### src/hw/liu_pkg.sv
// constants shared by the line interface control and interrupt register logic
// Overview of operation
// - tx on bit 0 drives line output pair
// - rx on bit 4 turns receiver on
// - enable bit D0 gates driver fault interrupt
// - enable bit D1 gates signal loss interrupt
// - enable bit D2 gates lock loss interrupt
// - enable bit D3 gates fifo limit interrupt
// - fifo limit interrupt off while attenuator disabled
// - enable bit D4 gates pattern error interrupt
// - driver fault change sets flag, read clears
// - signal loss change sets flag, read clears
// - lock loss change sets flag, read clears
// - fifo limit change sets flag, read clears
// - pattern error sets flag, read clears
// - counter saturates at FFFF, sets flag
// - read-only part and revision identifier bytes
// - interrupt output is active low
// - driver fault after 128 pulseless bit periods
package liu_pkg;
  // register offsets on the serial host port
  localparam logic [5:0] ADDR_LINE_CTRL = 6'h00;
  localparam logic [5:0] ADDR_IRQ_EN = 6'h01;
  localparam logic [5:0] ADDR_IRQ_STATUS = 6'h02;
  localparam logic [5:0] ADDR_CNT_HIGH = 6'h30;
  localparam logic [5:0] ADDR_CNT_LOW = 6'h31;
  localparam logic [5:0] ADDR_HOLD = 6'h38;
  localparam logic [5:0] ADDR_PART = 6'h3E;
  localparam logic [5:0] ADDR_REV = 6'h3F;
  // field positions
  localparam int TX_ON_BIT = 0;
  localparam int RX_ON_BIT = 4;
  localparam int DRV_BIT = 0;
  localparam int LOS_BIT = 1;
  localparam int LOL_BIT = 2;
  localparam int FL_BIT = 3;
  localparam int PAT_BIT = 4;
  localparam int SAT_BIT = 5;
  // reset values
  localparam logic [1:0] LINE_CTRL_RST = 2'h0;
  localparam logic [5:0] IRQ_EN_RST = 6'h00;
  localparam logic [5:0] IRQ_STATUS_RST = 6'h00;
  // counts
  localparam logic [7:0] DMO_BIT_PERIODS = 8'h80;
  localparam logic [4:0] CMD_BITS = 5'h08;
  localparam logic [4:0] FRAME_BITS = 5'h10;
  localparam logic [15:0] ERR_CNT_MAX = 16'hFFFF;
  // serial port states
  typedef enum logic [6:0] {
    ST_IDLE = 7'h01,
    ST_CMD = 7'h02,
    ST_RLOAD = 7'h04,
    ST_RDATA = 7'h08,
    ST_WDATA = 7'h10,
    ST_WCOMMIT = 7'h20,
    ST_DONE = 7'h40
  } liu_state_e;
endpackage : liu_pkg

### src/hw/liu_ctrl_regs.sv
// serial host port registers for line enables, interrupts, error count and ids
`timescale 1ns/100ps
`default_nettype none
module liu_ctrl_regs import liu_pkg::*; #(
  parameter logic [7:0] PART_ID = 8'hA5, // arbitrary value
  parameter logic [7:0] REV_ID = 8'h01 // arbitrary value
) (
  input wire logic clk_i,
  input wire logic rst_i,
  input wire logic cs_n_i,
  input wire logic sclk_i,
  input wire logic sdi_i,
  output logic sdo_o,
  output logic sdo_oe_o,
  output logic int_n_o,
  input wire logic mon_pulse_i,
  input wire logic bit_tick_i,
  input wire logic receive_signal_loss_i,
  input wire logic receive_lock_loss_i,
  input wire logic fifo_near_limit_i,
  input wire logic ja_enabled_i,
  input wire logic pattern_err_i,
  output logic transmit_turn_on_o,
  output logic receive_turn_on_o,
  output logic driver_monitor_fault_o
);
  // pin synchronisers: {mon, sdi, sclk, cs}
  logic [3:0] sync1_ff;
  logic [3:0] sync2_ff;
  logic sclk_prev_ff;
  liu_state_e state_ff;
  liu_state_e nxt_state;
  logic [4:0] bit_cnt_ff;
  logic [7:0] cmd_ff;
  logic [7:0] dat_ff;
  logic [7:0] rd_shift_ff;
  logic sdo_ff;
  logic sdo_oe_ff;
  logic [1:0] line_ctrl_ff;
  logic [5:0] irq_en_ff;
  logic [5:0] status_ff;
  logic [5:0] nxt_status;
  logic [3:0] cond_prev_ff;
  logic [7:0] hold_ff;
  logic [7:0] dmo_cnt_ff;
  logic dmo_ff;
  logic int_n_ff;
  logic [15:0] err_count;
  logic err_full;

  logic cs_s;
  logic sclk_s;
  logic sdi_s;
  logic mon_s;
  logic sclk_rise;
  logic sclk_fall;
  logic [5:0] addr;
  logic rw_read;
  logic [7:0] rd_data;
  logic wr_line;
  logic wr_en;
  logic rd_status;
  logic rd_cnt_high;
  logic [3:0] cond_now;
  logic [3:0] cond_chg;
  logic [5:0] set_vec;
  logic [5:0] en_eff;
  logic irq_pend;
  logic dmo_expire;

  // synchronised pins and serial clock edges
  assign cs_s = ~sync2_ff[0];
  assign sclk_s = sync2_ff[1];
  assign sdi_s = sync2_ff[2];
  assign mon_s = sync2_ff[3];
  assign sclk_rise = cs_s && sclk_s && !sclk_prev_ff;
  assign sclk_fall = cs_s && !sclk_s && sclk_prev_ff;

  // command byte once shifted: bit 0 read flag, bits 6:1 address lsb first
  assign rw_read = cmd_ff[0];
  assign addr = cmd_ff[6:1];

  // read data selection, unmapped offsets read zero
  assign rd_data = (addr == ADDR_LINE_CTRL) ? {3'h0, line_ctrl_ff[1], 3'h0, line_ctrl_ff[0]} :
                   (addr == ADDR_IRQ_EN) ? {2'h0, irq_en_ff} :
                   (addr == ADDR_IRQ_STATUS) ? {2'h0, status_ff} :
                   (addr == ADDR_CNT_HIGH) ? err_count[15:8] :
                   (addr == ADDR_CNT_LOW) ? err_count[7:0] :
                   (addr == ADDR_HOLD) ? hold_ff :
                   (addr == ADDR_PART) ? PART_ID :
                   (addr == ADDR_REV) ? REV_ID :
                   8'h00;

  // access strobes with their side effects
  assign wr_line = (state_ff == ST_WCOMMIT) && (addr == ADDR_LINE_CTRL);
  assign wr_en = (state_ff == ST_WCOMMIT) && (addr == ADDR_IRQ_EN);
  assign rd_status = (state_ff == ST_RLOAD) && (addr == ADDR_IRQ_STATUS);
  assign rd_cnt_high = (state_ff == ST_RLOAD) && (addr == ADDR_CNT_HIGH);

  // condition change detect and flag update, a set beats a read clear
  assign cond_now = {fifo_near_limit_i, receive_lock_loss_i, receive_signal_loss_i, dmo_ff};
  assign cond_chg = cond_now ^ cond_prev_ff;
  assign set_vec = {err_full, pattern_err_i, cond_chg};
  assign nxt_status = (status_ff & ~{6{rd_status}}) | set_vec;

  // fifo limit enable is ignored while the attenuator is off
  assign en_eff = {irq_en_ff[5:4], irq_en_ff[3] & ja_enabled_i, irq_en_ff[2:0]};
  assign irq_pend = |(status_ff & en_eff);

  // driver monitor expiry after a run of pulseless bit periods
  assign dmo_expire = !mon_s && bit_tick_i && (dmo_cnt_ff == DMO_BIT_PERIODS - 8'h01);

  // serial port sequencing
  always_comb begin
    nxt_state = state_ff;
    case (state_ff)
      ST_IDLE: begin
        if (cs_s) nxt_state = ST_CMD;
      end
      ST_CMD: begin
        if (!cs_s) nxt_state = ST_IDLE;
        else if (bit_cnt_ff == CMD_BITS) nxt_state = rw_read ? ST_RLOAD : ST_WDATA;
      end
      ST_RLOAD: nxt_state = ST_RDATA;
      ST_RDATA: begin
        if (!cs_s) nxt_state = ST_IDLE;
        else if (sclk_rise && bit_cnt_ff == FRAME_BITS - 5'h01) nxt_state = ST_DONE;
      end
      ST_WDATA: begin
        if (!cs_s) nxt_state = ST_IDLE;
        else if (sclk_rise && bit_cnt_ff == FRAME_BITS - 5'h01) nxt_state = ST_WCOMMIT;
      end
      ST_WCOMMIT: nxt_state = ST_DONE;
      ST_DONE: begin
        if (!cs_s) nxt_state = ST_IDLE;
      end
      default: nxt_state = ST_IDLE;
    endcase
  end

  // synchronisers and edge history
  always_ff @(posedge clk_i or posedge rst_i) begin
    if (rst_i) begin
      sync1_ff <= 4'h1;
      sync2_ff <= 4'h1;
      sclk_prev_ff <= 1'b0;
    end else begin
      sync1_ff <= {mon_pulse_i, sdi_i, sclk_i, cs_n_i};
      sync2_ff <= sync1_ff;
      sclk_prev_ff <= sclk_s;
    end
  end

  // state, bit counter and shift registers
  always_ff @(posedge clk_i or posedge rst_i) begin
    if (rst_i) begin
      state_ff <= ST_IDLE;
      bit_cnt_ff <= 5'h00;
      cmd_ff <= 8'h00;
      dat_ff <= 8'h00;
    end else begin
      state_ff <= nxt_state;
      if (state_ff == ST_IDLE) bit_cnt_ff <= 5'h00;
      else if (sclk_rise && bit_cnt_ff != FRAME_BITS) bit_cnt_ff <= bit_cnt_ff + 5'h01;
      if (state_ff == ST_CMD && sclk_rise) cmd_ff <= {sdi_s, cmd_ff[7:1]};
      if (state_ff == ST_WDATA && sclk_rise) dat_ff <= {sdi_s, dat_ff[7:1]};
    end
  end

  // read data out, lsb first, changed on falling serial clock
  always_ff @(posedge clk_i or posedge rst_i) begin
    if (rst_i) begin
      rd_shift_ff <= 8'h00;
      sdo_ff <= 1'b0;
      sdo_oe_ff <= 1'b0;
    end else begin
      if (state_ff == ST_RLOAD) rd_shift_ff <= rd_data;
      else if (state_ff == ST_RDATA && sclk_fall) rd_shift_ff <= {1'b0, rd_shift_ff[7:1]};
      if (state_ff == ST_RDATA && sclk_fall) sdo_ff <= rd_shift_ff[0];
      sdo_oe_ff <= (nxt_state == ST_RDATA);
    end
  end

  // control and enable registers
  always_ff @(posedge clk_i or posedge rst_i) begin
    if (rst_i) begin
      line_ctrl_ff <= LINE_CTRL_RST;
      irq_en_ff <= IRQ_EN_RST;
    end else begin
      if (wr_line) line_ctrl_ff <= {dat_ff[RX_ON_BIT], dat_ff[TX_ON_BIT]};
      if (wr_en) irq_en_ff <= dat_ff[5:0];
    end
  end

  // interrupt flags, condition history, holding byte and interrupt pin
  always_ff @(posedge clk_i or posedge rst_i) begin
    if (rst_i) begin
      status_ff <= IRQ_STATUS_RST;
      cond_prev_ff <= 4'h0;
      hold_ff <= 8'h00;
      int_n_ff <= 1'b1;
    end else begin
      status_ff <= nxt_status;
      cond_prev_ff <= cond_now;
      if (rd_cnt_high) hold_ff <= err_count[7:0]; // low byte frozen with the high read
      int_n_ff <= ~irq_pend;
    end
  end

  // driver monitor: count bit periods with no pulse seen
  always_ff @(posedge clk_i or posedge rst_i) begin
    if (rst_i) begin
      dmo_cnt_ff <= 8'h00;
      dmo_ff <= 1'b0;
    end else begin
      if (mon_s) begin
        dmo_cnt_ff <= 8'h00;
        dmo_ff <= 1'b0;
      end else if (bit_tick_i && !dmo_ff) begin
        dmo_cnt_ff <= dmo_cnt_ff + 8'h01;
        if (dmo_expire) dmo_ff <= 1'b1;
      end
    end
  end

  // pattern error counter
  liu_err_counter u_err_counter (
    .clk_i(clk_i),
    .rst_i(rst_i),
    .err_i(pattern_err_i),
    .count_o(err_count),
    .full_o(err_full)
  );

  // outputs straight from flip-flops; transmit off tri-states the line output pair
  assign transmit_turn_on_o = line_ctrl_ff[0];
  assign receive_turn_on_o = line_ctrl_ff[1];
  assign sdo_o = sdo_ff;
  assign sdo_oe_o = sdo_oe_ff;
  assign int_n_o = int_n_ff;
  assign driver_monitor_fault_o = dmo_ff;
endmodule : liu_ctrl_regs
`default_nettype wire

### src/hw/liu_err_counter.sv
// saturating pattern error counter
`timescale 1ns/100ps
`default_nettype none
module liu_err_counter import liu_pkg::*; (
  input wire logic clk_i,
  input wire logic rst_i,
  input wire logic err_i,
  output logic [15:0] count_o,
  output logic full_o
);
  logic at_max;
  logic hit_max;

  // saturation detect
  assign at_max = (count_o == ERR_CNT_MAX);
  assign hit_max = err_i && (count_o == ERR_CNT_MAX - 16'h0001);

  // count errors and hold at the top value rather than wrap
  always_ff @(posedge clk_i or posedge rst_i) begin
    if (rst_i) begin
      count_o <= 16'h0000;
      full_o <= 1'b0;
    end else begin
      if (err_i && !at_max) begin
        count_o <= count_o + 16'h0001;
      end
      full_o <= hit_max; // one pulse on reaching the top
    end
  end
endmodule : liu_err_counter
`default_nettype wire

### config.mk
export PLATFORM = sky130hd
export DESIGN_NAME = liu_ctrl_regs
export DESIGN_NICKNAME = d
export VERILOG_FILES = /design/src/hw/liu_pkg.sv /design/src/hw/liu_ctrl_regs.sv /design/src/hw/liu_err_counter.sv
export SDC_FILE = /design/constraint.sdc
export NUM_CORES = 1
export LEC_CHECK = 0
export BUFFER_PORTS_ARGS = -buffer_cell sky130_fd_sc_hd__buf_2
export CORE_AREA = 3 3 104 96
export DETAILED_ROUTE_END_ITERATION = 8
export DIE_AREA = 0 0 107 99
export HOLD_SLACK_MARGIN = 0.08
export PLACE_DENSITY = 0.69
export SLEW_MARGIN = 30
export SYNTH_ARGS = -nofsm -noshare
export SYNTH_HDL_FRONTEND = slang
export SYNTH_SLANG_ARGS = --single-unit
### constraint.sdc
create_clock -name clk_i -period 9.2 [get_ports clk_i]
set_clock_uncertainty 0.2 [all_clocks]
set_input_delay 1.84 -clock clk_i [delete_from_list [all_inputs] [get_ports clk_i]]
set_output_delay 1.84 -clock clk_i [all_outputs]
set_load 0.02 [all_outputs]
# Word level (Yosys, flattened, before mapping)
# Index checks and enable logic that the tools add are counted.
[totals]
reg_bits = 100
inputBits = 12
output_inout_bits = 6
word_cells = 109
[op_classes]
add_sub_neg = 3
eq_ne = 21
n_mux = 27
n_bitwise = 8
n_reduce_logical = 30
[ops]
columns = ["op", "n"]
rows = [
  ["8-bit two-way mux", 11],
  ["7-bit two-way mux", 8],
  ["7-bit case mux with 7 select lines", 1],
  ["16-bit equality test, second input constant", 2],
  ["6-bit equality test, second input constant", 5],
  ["1-bit logical AND", 18],
  ["16-bit by 1-bit adder with 16-bit output, second input constant", 1],
  ["5-bit two-way mux", 3],
  ["7-bit by 4-bit equality test with 1-bit output, second input constant", 2],
  ["6-bit bitwise AND", 2],
  ["5-bit by 4-bit equality test with 1-bit output, second input constant", 2],
  ["8-bit by 1-bit adder with 8-bit output, second input constant", 1],
  ["8-bit by 7-bit equality test with 1-bit output, second input constant", 1],
  ["2-bit nonzero test", 4],
  ["7-bit by 1-bit equality test with 1-bit output, second input constant", 1],
  ["7-bit by 2-bit equality test with 1-bit output, second input constant", 1],
  ["7-bit by 3-bit equality test with 1-bit output, second input constant", 1],
  ["7-bit by 5-bit equality test with 1-bit output, second input constant", 1],
  ["7-bit by 6-bit equality test with 1-bit output, second input constant", 1],
  ["7-bit equality test, second input constant", 1],
  ["6-bit by 1-bit equality test with 1-bit output, second input constant", 1],
  ["6-bit by 2-bit equality test with 1-bit output, second input constant", 1],
  ["6-bit logical NOT", 1],
  ["6-bit NOT", 1],
  ["other kinds (10)", 18],
]

# Depth between registers and ports, before layout
# Gate-level depths: netlist (run 1).
[depth]
depth_word = 10
mapped_depth = 7
mapped_depth_nobuf = 7

# Cells and area by module
# Synthesis (run 1) repeated with hierarchy kept, for this count alone.
[hier_totals]
cells_unflattened = 417
hier_area_um2 = 4848.4
[by_module_without_submodules]
columns = ["mod", "instances", "cells_per_inst", "area_per_inst_um2", "seq_area_each_um2"]
rows = [
  ["liu_ctrl_regs", 1, 341, 4001.3, 2082.0],
  ["liu_err_counter", 1, 76, 847.1, 425.4],
]

# Worst setup path after synthesis (run 1)
# OpenSTA, ideal clock, no wires.
[synth_path]
path_kind = "in2reg"
from = "in bit_tick_i"
to = "reg dmo_cnt_ff[5]"
t_arrival_ns = 2.829
required_ns = 8.922
path_slack_ns = 6.093
path_stages = 4
n_path_buf = 0
cell_sequence = "nor2b_1 nand4_1 or3_1 a21oi_1"
[synth_between]
elab_chain_cells = 2
[synth_rtl]
columns = ["item", "line_no", "text"]
rows = [
  ["from (decl)", "liu_ctrl_regs.sv:17", "input wire logic bit_tick_i,"],
  ["1-bit logical AND", "liu_ctrl_regs.sv:219", "end else if (bit_tick_i && !dmo_ff) begin"],
  ["2-bit nonzero test (no source line)", "n/a", ""],
  ["to (signal assigned)", "liu_ctrl_regs.sv:220", "dmo_cnt_ff <= dmo_cnt_ff + 8'h01;"],
  ["to (decl)", "liu_ctrl_regs.sv:45", "logic [7:0] dmo_cnt_ff;"],
]
# No other way between the ends.
# A chain may end at the register's enable or synchronous reset.

# Worst setup path in the final report (run 1)
[layout_path]
from = "reg int_n_ff (netlist: int_n_o)"
to = "out int_n_o"
[layout_rtl]
columns = ["item", "line_no", "text"]
rows = [
  ["from (decl)", "liu_ctrl_regs.sv:47", "logic int_n_ff;"],
  ["from (signal assigned)", "liu_ctrl_regs.sv:206", "int_n_ff <= ~irq_pend;"],
  ["to (decl)", "liu_ctrl_regs.sv:15", "output logic int_n_o,"],
]
# No word-level cell between the ends.

==> impl_metrics.toml, run 1 <==
[power_and_ir_drop]
p_per_area_mw_per_mm2 = 170
clkPwrFrac_pct = 32.4
combPwrFrac_pct = 8.3
cell_internal_pwr_uw = 600
leakage_nw = 2.22
p_seq_share_pct = 59.3
irDropWorstVdd_uv = 71.3
swShare_pct = 28.4
switching_power_uw = 238

[setup_path]
slowest_stage = "dfstp_2"
path_max_fanout = 1
worstPathCellList = "buf_2"
cp.arrival_ps = 1030
cpPeakStageDelay_ps = 520
worst-path-buf-inv = 1
startpoint_type = "flop"
critPathLaunch = "int_n_o"
timing.rr.start = "cmd_ff[1]"
criticalPathCategory = "reg2out"
worstPathRequired_ps = 7160
endpoint_kind = "output pin"
critPathTopFamily = "flip-flops"

[logic_synthesis]
ys_seq_area_share_pct = 55.2
syn-instance-count = 393
ys.flop_type = "dfrtp_1"
synthDistinctLibCells = 57
yosysWarnings = 0
synth_edf_count = 0
synth_area_per_cell_sq_um = 11.6
syn_area_sq_mm = 0.00454
synthTopCellsByArea = "dfrtp_1, mux2_2, xnor2_1, nor2_1, dfstp_2"
syn_nets = 411
synth_area_leader_cell = "dfrtp_1"
synth_top_area_share_pct = 52.9
ys_ff_latch = 100
synthArstFlopShare_pct = 100

[drt]
vias_per_cell = 5.60
num_vias = 3022
wl_per_cell_microns = 15.7
drtPass1Iterations = 4
drt-total-wl_mm = 8.48
initialDrtViolationCount = 151
drcViolationCount = 0
ant_nets = 0

[cts]
cts_tree = "built"
post_cts_resized = 0
root_buffer = "clkbuf_8"
postCtsHoldBufs = 0
clock_sinks = 100
htree_levels = 3
clockBufferDepth = 2
cts_made_buffers = 9
clk_pin_slew_ps = 100
clock_latency_ps = 370
postCtsSetupRepairBufs = 0

[cells_and_area]
num_antenna_cells = 0
post-route-cell-area_sq_mm = 0.00494
drive_gt1_share_pct = 19.4
fin_nets = 431
final_common_cell = "dfrtp_1"
final_cell_mix = "dfrtp_1, mux2_2, nor2_1"
final-instance-count-excl-fill = 540
area_delta_synth_final_pct = 8.79

[place]
routabilityCongestion = 0.849
placed_area_sq_mm = 0.00475
dp.cells = 524
portBuffers = 17
pre_cts_ws_ps = 5860
hpwl_mm = 6.08

[global_routing]
overflow = 0
grt_first_pass_wirelength_mm = 14.7
grt_max_degree = 84
grt_pass1_vias = 2941
track_usage_pct = 17.4
antenna_found_initial = 0

[timing]
worst_pin_slew_ps = 812
fin_crit_ps = 3070
max_slew_margin_pct = 45.4
fin_crit_sh_pct = 33.4
hold_slack_ps = 157
slew_violations = 0
setup_ws_ps = 6130
setup_viol = 0
fmax_ghz = 0.325
hold_viol_final = 0
setup_tns_ps = 0
rsz0062_at_grt = "false"

[floorplan]
start_util_pct = 50.2
die_x_microns = 107
die_h_microns = 99
row_count = 33
die-area_sq_mm = 0.0106
core_sq_mm = 0.00904
num_io_pins = 18

[worst_hold_path]
hold_path_class = "reg2reg"
min_from = "sync1_ff[1]"

[job]
max_cap_viol_count = 0

[status]
status = "finished clean"
worst paths after layout:
| kind | cells after the start | endpoint | slack [ps] |
|---|---|---|---|
| setup / recovery | 1 | int_n_o | 6130 |
| hold / removal | 0 | sync2_ff[1] | 160 |
| setup reg to reg | 5 | rd_shift_ff[6] | 6640 |
| hold reg to reg | 0 | sync2_ff[1] | 160 |
| max in group asynchronous | 3 | irq_en_ff[2] | 6640 |
| min in group asynchronous | 2 | sync1_ff[2] | 1170 |
kinds of logic after synthesis:
logic type                 synth area share, %
and+or+nand+nor                           16.3
AOI/OAI and AO/OA                         9.20
xor gates and xnor gates                  5.40
buffers and inverters                     2.07
DFF                                       55.2
muxes                                     10.2
adders and majority gates                 1.65
flip-flops by register name, indices dropped and copies added, names as in the netlist, 5 cells and up:
name	flops
irq_en_ff	6
state_ff	7
dmo_cnt_ff	8
status_ff	6
hold_ff	8
u_err_counter.count_o	16
cmd_ff	8
rd_shift_ff	8
dat_ff	8
bit_cnt_ff	5
routing by layer:
layer	up-vias	GRT usage [%]	share of wire [%]
met1	1473	26.3	49
met4	0	5.01	1.1
met3	10	4.32	5.4
met2	84	25.0	44
met5	-	0	0
li1	1455	-	-
area by class of cell:
class	instances	area [sq um]
timing repair buffer	18	96.3
multi-input combinational	271	1940
clock inverter	7	68.8
clock buffer	9	124
tap	122	153
fill	773	4100
sequential	100	2510
inverter	13	51.3
power groups by stage:
| stage | Sequential [mW] | Clock (mW) | Combinational (mW) |
|---|---|---|---|
| 2_1_floorplan | 0.493 | 0 | 0.0564 |
| 3_3_place_gp | 0.504 | 0 | 0.0688 |
| 3_5_place_dp | 0.506 | 0 | 0.0706 |
| 4_1_cts | 0.497 | 0.278 | 0.0709 |
| 5_1_grt | 0.501 | 0.295 | 0.0804 |
| 6_report | 0.497 | 0.271 | 0.0697 |
synth_stat cells (all sizes together), types with 3 or more instances:
master  count
nand4       8
or3         5
nand3      11
nor2       31
o31ai       3
mux2i       8
a22oi       3
a21oi      17
a211oi      8
or2         3
dfrtp      96
and3        9
nor3b       6
nor3        5
ha          6
o21ai       7
inv        13
buf         5
mux2       34
nand2      28
nand2b      6
xor2        9
clkbuf      4
dfstp       4
nor4        6
xnor2      19
and4        3
nand3b      6
through the flow:
stage,power (mW),util [%]
finish,0.837,54.6
global route,0.876,54.6
CTS,0.846,54.6
detailed placement,0.576,52.5
global placement,0.573,52.5
floorplan,0.550,-
Note: power is estimated with default switching activity, not from simulation.
==> inputs of run 2 (changes only) <==
Settings changed: ABC_AREA from default to 1, CORE_AREA 3 3 104 96 to 3 3 107 99, DIE_AREA 0 0 107 99 to 0 0 110 102.
Clock period 9.2 ns to 3.05 ns, I/O delays scaled along.
==> run 2 against run 1 <==
Via count is 26% higher. Setup slack worse by 5400 ps. Synthesized cell count is 44% higher. Largest cell class unchanged. Largest power group unchanged.
==> impl_metrics.toml, run 2 <==
[logic_synthesis]
synth_top_family_by_area = "simple AND/OR/NAND/NOR gates"
ys.flop_type = "dfrtp_1"
syn_nets = 585
yosys.cell_count.top_type = "nand2_1"
synth_area_leader_cell = "dfrtp_1"
ys_ff_latch = 100
syn-instance-count = 567
ys_seq_area_share_pct = 51.9
synthTopCellsByArea = "dfrtp_1, nand2_1, inv_1, nor2_1, o21ai_0"
synth-xor-area-share_pct = 3.62
yosysWarnings = 0
synth_compound_area_share_pct = 11.5
synthAdderAreaFrac_pct = 1.55
yosys.area_share.simple_pct = 23.6
synth_edf_count = 0
synthMuxAreaShare_pct = 0.233
synth_common_cells = "nand2_1, dfrtp_1, inv_1"
synthDistinctLibCells = 41
synth_top_area_share_pct = 49.7
syn_area_sq_mm = 0.00483
synth_area_per_cell_sq_um = 8.52
synthArstFlopShare_pct = 100

[drt]
drt-total-wl_mm = 9.95
wl_per_cell_microns = 13.8
drcViolationCount = 0
initialDrtViolationCount = 267
num_vias = 3803
ant_nets = 0
vias_per_cell = 5.29
drtPass1Iterations = 5

[power_and_ir_drop]
irDropWorstVdd_uv = 327
leakage_nw = 2.44
p_per_area_mw_per_mm2 = 610

[timing]
fmax_ghz = 0.427
setup_viol = 0
max_slew_margin_pct = 59.7
fin_crit_ps = 2340
slew_violations = 0
worst_pin_slew_ps = 605
hold_viol_final = 0
setup_tns_ps = 0
rsz0062_at_grt = "false"
fin_crit_sh_pct = 76.7

[cells_and_area]
regMostFlops = "u_err_counter.count_o"
final_cell_mix = "nand2_1, dfrtp_1, inv_1"
largest_register_ffs = 16
drive_gt1_share_pct = 13.2
area_delta_synth_final_pct = 9.11
fin_nets = 607
post-route-cell-area_sq_mm = 0.00527
final_common_cell = "nand2_1"
num_antenna_cells = 0

[setup_path]
slowest_stage = "a21oi_1"
startpoint_type = "flop"
cp.arrival_ps = 2430
criticalPathCategory = "reg2reg"
reg2reg_to = "u_err_counter.count_o[3]"
reg2reg_slack_ps = 710
endpoint_kind = "flop"
timing.rr.start = "u_err_counter.count_o[0]"
cpPeakStageDelay_ps = 500
reg2reg_depth = 10
worstPathCellList = "ha_1 > inv_1 > nor2_1 > nand2_1 > inv_1 > a21oi_1 > buf_4 > inv_4 > nor2_1 > xor2_1"
path_max_fanout = 11
worstPathRequired_ps = 3150

[floorplan]
core_sq_mm = 0.00957
start_util_pct = 50.5
num_io_pins = 18
die_h_microns = 102
die_x_microns = 110
die-area_sq_mm = 0.0112
row_count = 34

[status]
status = "finished clean"

[cts]
clockBufferDepth = 2
clock_latency_ps = 370
cts_tree = "built"
clk_pin_slew_ps = 90
root_buffer = "clkbuf_8"
postCtsHoldBufs = 0
clock_sinks = 100
htree_levels = 3
cts_made_buffers = 9
post_cts_resized = 0
postCtsSetupRepairBufs = 0

[worst_hold_path]
hold_path_class = "in2async"

[global_routing]
grt_pass1_vias = 3651
antenna_found_initial = 0
overflow = 0
grt_first_pass_wirelength_mm = 17.3
track_usage_pct = 19.6
grt_max_degree = 46

[place]
routabilityCongestion = 0.911
portBuffers = 17
placed_area_sq_mm = 0.00507
hpwl_mm = 7.45

[job]
max_cap_viol_count = 0
## run 2: cell count changes after synthesis, sizes merged, moves of 9 or more
| cell | before | now |
|---|---|---|
| nand2 | 28 | 126 |
| mux2 | 34 | 1 |
| nand3 | 11 | 30 |
| inv | 13 | 83 |
| o21ai | 7 | 66 |
| and3 | 9 | 0 |
| nand4 | 8 | 17 |
| nor2 | 31 | 58 |
| xnor2 | 19 | 5 |
## run 2: worst max-delay path by stage
stage	depth (start not counted)	start	to
6_report	10	u_err_counter.count_o[0]	u_err_counter.count_o[3]
5_1_grt	10	u_err_counter.count_o[0]	u_err_counter.count_o[3]
4_1_cts	10	u_err_counter.count_o[0]	u_err_counter.count_o[3]
3_5_place_dp	10	u_err_counter.count_o[0]	u_err_counter.count_o[3]
3_3_place_gp	10	u_err_counter.count_o[0]	u_err_counter.count_o[3]
2_1_floorplan	1	rst_i	bit_cnt_ff[0]
## run 2: cell type report
type,instances,area [sq um]
sequential,100,2510
timing repair buffer,21,128
fill,873,4300
tap,126,158
inverter,83,318
clock buffer,11,131
clock inverter,4,76.3
multi-input combinational,374,1960
## run 2: cells by family (layout without fill, tap and decap cells)
family | Yosys count | count (layout)
simple gates | 245 | 245
compound gates | 102 | 102
flops | 100 | 100
buf+inv | 93 | 119
xor+xnor | 20 | 20
fa+ha+maj | 6 | 6
mux | 1 | 1
## run 2: worst max-delay path, delay by kind of cell (launching register included)
kind | cells | cell delay, ps
AOI/OAI and AO/OA | 1 | 500
buffers and inverters | 4 | 490
DFF | 1 | 440
adders and majority gates | 1 | 250
and+or+nand+nor | 3 | 250
xor gates and xnor gates | 1 | 150
## run 2: where the power goes
group	switching (mW)	total, mW	internal [mW]
Clock	0.436	0.896	0.460
Combinational	0.484	0.704	0.220
Sequential	0.162	1.62	1.46
Total	1.08	3.22	2.14
## run 2: through the flow
stage / utilization (%) / hold WS, ps / power [mW] / setup slack [ps] / instances
global route: 55.1 / 107 / 3.43 / 468 / 719
finish: 55.1 / 84.8 / 3.22 / 710 / 719
CTS: 55.1 / 87.0 / 3.25 / 713 / 719
global placement: 52.9 / 135 / 2.31 / 817 / 704
detailed placement: 52.9 / 139 / 2.34 / 745 / 704
floorplan: - / 131 / 2.15 / 1050 / 567
## run 2: routing by layer
| layer | GRT usage [%] | part of all wire, % | wire, microns |
|---|---|---|---|
| met2 | 30.7 | 46 | 4560 |
| met3 | 4.49 | 4.5 | 449 |
| met4 | 5.56 | 1.6 | 159 |
| met5 | 0 | 0 | 0 |
| met1 | 27.4 | 48 | 4780 |
==> inputs of run 3 (changes only) <==
Clock period 3.05 ns to 2.35 ns, I/O delays scaled along.
==> run 3 against run 2 <==
First-iteration DRC count increased by 16%. Via count unchanged. Non-clock buffer count rose by 9. Count of clock-buffer cells in the layout unchanged. Register-to-register slack worse by 470 ps. Total power up 29%. Fmax rose by 11%. Critical path depth fell by 4. Final cell count is 1.4% higher. Hold slack better by 48 ps. Sequential share of layout area down 0.77 points. Routed wire length up 1.7%. Critical path type unchanged. Highest routed layer unchanged.
==> impl_metrics.toml, run 3 (synthesized netlist as in run 2, its figures left out) <==
[cts]
clock_sinks = 100
clock_latency_ps = 380
root_buffer = "clkbuf_8"
post_cts_resized = 0
clk_pin_slew_ps = 100
postCtsHoldBufs = 8
htree_levels = 3
cts_tree = "built"
postCtsSetupRepairBufs = 0
clockBufferDepth = 2
cts_made_buffers = 9

[job]
max_cap_viol_count = 0

[drt]
wl_per_cell_microns = 13.9
num_vias = 3803
drtPass1Iterations = 5
initialDrtViolationCount = 309
vias_per_cell = 5.22
ant_nets = 0
drt-total-wl_mm = 10.1
drcViolationCount = 0

[setup_path]
worstPathRequired_ps = 2400
crit_cells = 6
worst-path-buf-inv = 1
worstPathCellList = "nor2_1 > nand3_1 > inv_2 > nand2_1 > nand2_1 > o21ai_1"
critPathTopFamily = "simple AND/OR/NAND/NOR gates"
slowest_stage = "dfrtp_1"
cpPeakStageDelay_ps = 420
crit_top_cell = "nand2_1"
path_max_fanout = 12
cp.arrival_ps = 2160
reg2reg_depth = 6
criticalPathCategory = "reg2reg"
endpoint_kind = "flop"
startpoint_type = "flop"

[global_routing]
grt_first_pass_wirelength_mm = 17.5
grtUsageMet2_pct = 30.9
grt.met3_usage_pct = 5.75
track_usage_pct = 20.0
antenna_found_initial = 0
overflow = 0
busiest_layer = "met2"
grt_max_degree = 45
met1_usage_pct = 27.4
grt_pass1_vias = 3776

[timing]
fin_crit_ps = 2110
hold_viol_final = 0
setup_ws_ps = 237
setup_tns_ps = 0
fin_crit_sh_pct = 89.9
fmax_ghz = 0.473
setup_viol = 0
slew_violations = 0
worst_pin_slew_ps = 472
rsz0062_at_grt = "false"
hold_slack_ps = 133
max_slew_margin_pct = 68.3

[cells_and_area]
final_common_cell = "nand2_1"
largest_register_ffs = 16
final_cell_mix = "nand2_1, dfrtp_1, inv_1"
area_delta_synth_final_pct = 10.9
num_antenna_cells = 0
fin_nets = 616
regMostFlops = "u_err_counter.count_o"
drive_gt1_share_pct = 13.3
post-route-cell-area_sq_mm = 0.00536

[floorplan]
row_count = 34
die-area_sq_mm = 0.0112
die_h_microns = 102
core_sq_mm = 0.00957
die_x_microns = 110
num_io_pins = 18
start_util_pct = 50.5

[power_and_ir_drop]
p_total_mw = 4.15
irDropWorstVdd_uv = 443
p_per_area_mw_per_mm2 = 775
leakage_nw = 2.48

[worst_hold_path]
hold_depth = 3
hold_path_class = "in2reg"

[place]
routabilityCongestion = 0.891
hpwl_mm = 7.42
portBuffers = 17
placed_area_sq_mm = 0.00509
pre_cts_ws_ps = 275

[status]
status = "finished clean"
[run 3: cell count changes in the layout (fill, tap and decap cells not counted), sizes merged]
cell and change:
buf +1, bufinv -1, clkinvlp +1, inv +2, clkinv -1, dlygate4sd3 +8
[run 3: through the flow]
step,utilization (%),instances
2_1_floorplan,-,567
3_3_place_gp,53.1,705
3_5_place_dp,53.1,705
4_1_cts,56.0,729
5_1_grt,56.0,729
6_report,56.0,729
[run 3: final timing paths]
path                                     from                   end  slack [ps]
worst max-delay path                cmd_ff[5]          irq_en_ff[5]         240
worst min-delay path            pattern_err_i  u_err_counter.full_o         130
worst max register to register      cmd_ff[5]          irq_en_ff[5]         240
worst min register to register    sync1_ff[2]           sync2_ff[2]         150
max in group asynchronous               rst_i               int_n_o         950
min in group asynchronous               rst_i            hold_ff[4]         400
[run 3: cell type report]
type                       instances  area (sq um)
clock buffer                      11           131
clock inverter                     5          62.6
fill                             868          4210
inverter                          83           318
multi-input combinational        374          1960
sequential                       100          2510
tap                              126           158
timing repair buffer              30           228
[run 3: tightest hold or removal path: cells and delay by family]
family,cells,cell delay [ps]
buffers and inverters,1,100
AND/OR/NAND/NOR,2,110
[run 3: where the power goes]
group / internal (mW) / total, mW / switching, mW
Clock: 0.501 / 1.12 / 0.615
Sequential: 1.89 / 2.10 / 0.212
Combinational: 0.302 / 0.934 / 0.633
Total: 2.69 / 4.15 / 1.46
[run 3: per-layer routing]
metal,part of all wire [%],vias to the layer above
li1,-,1893
met1,47,1821
met2,47,79
met3,4.7,10
met4,1.3,0
met5,0,-
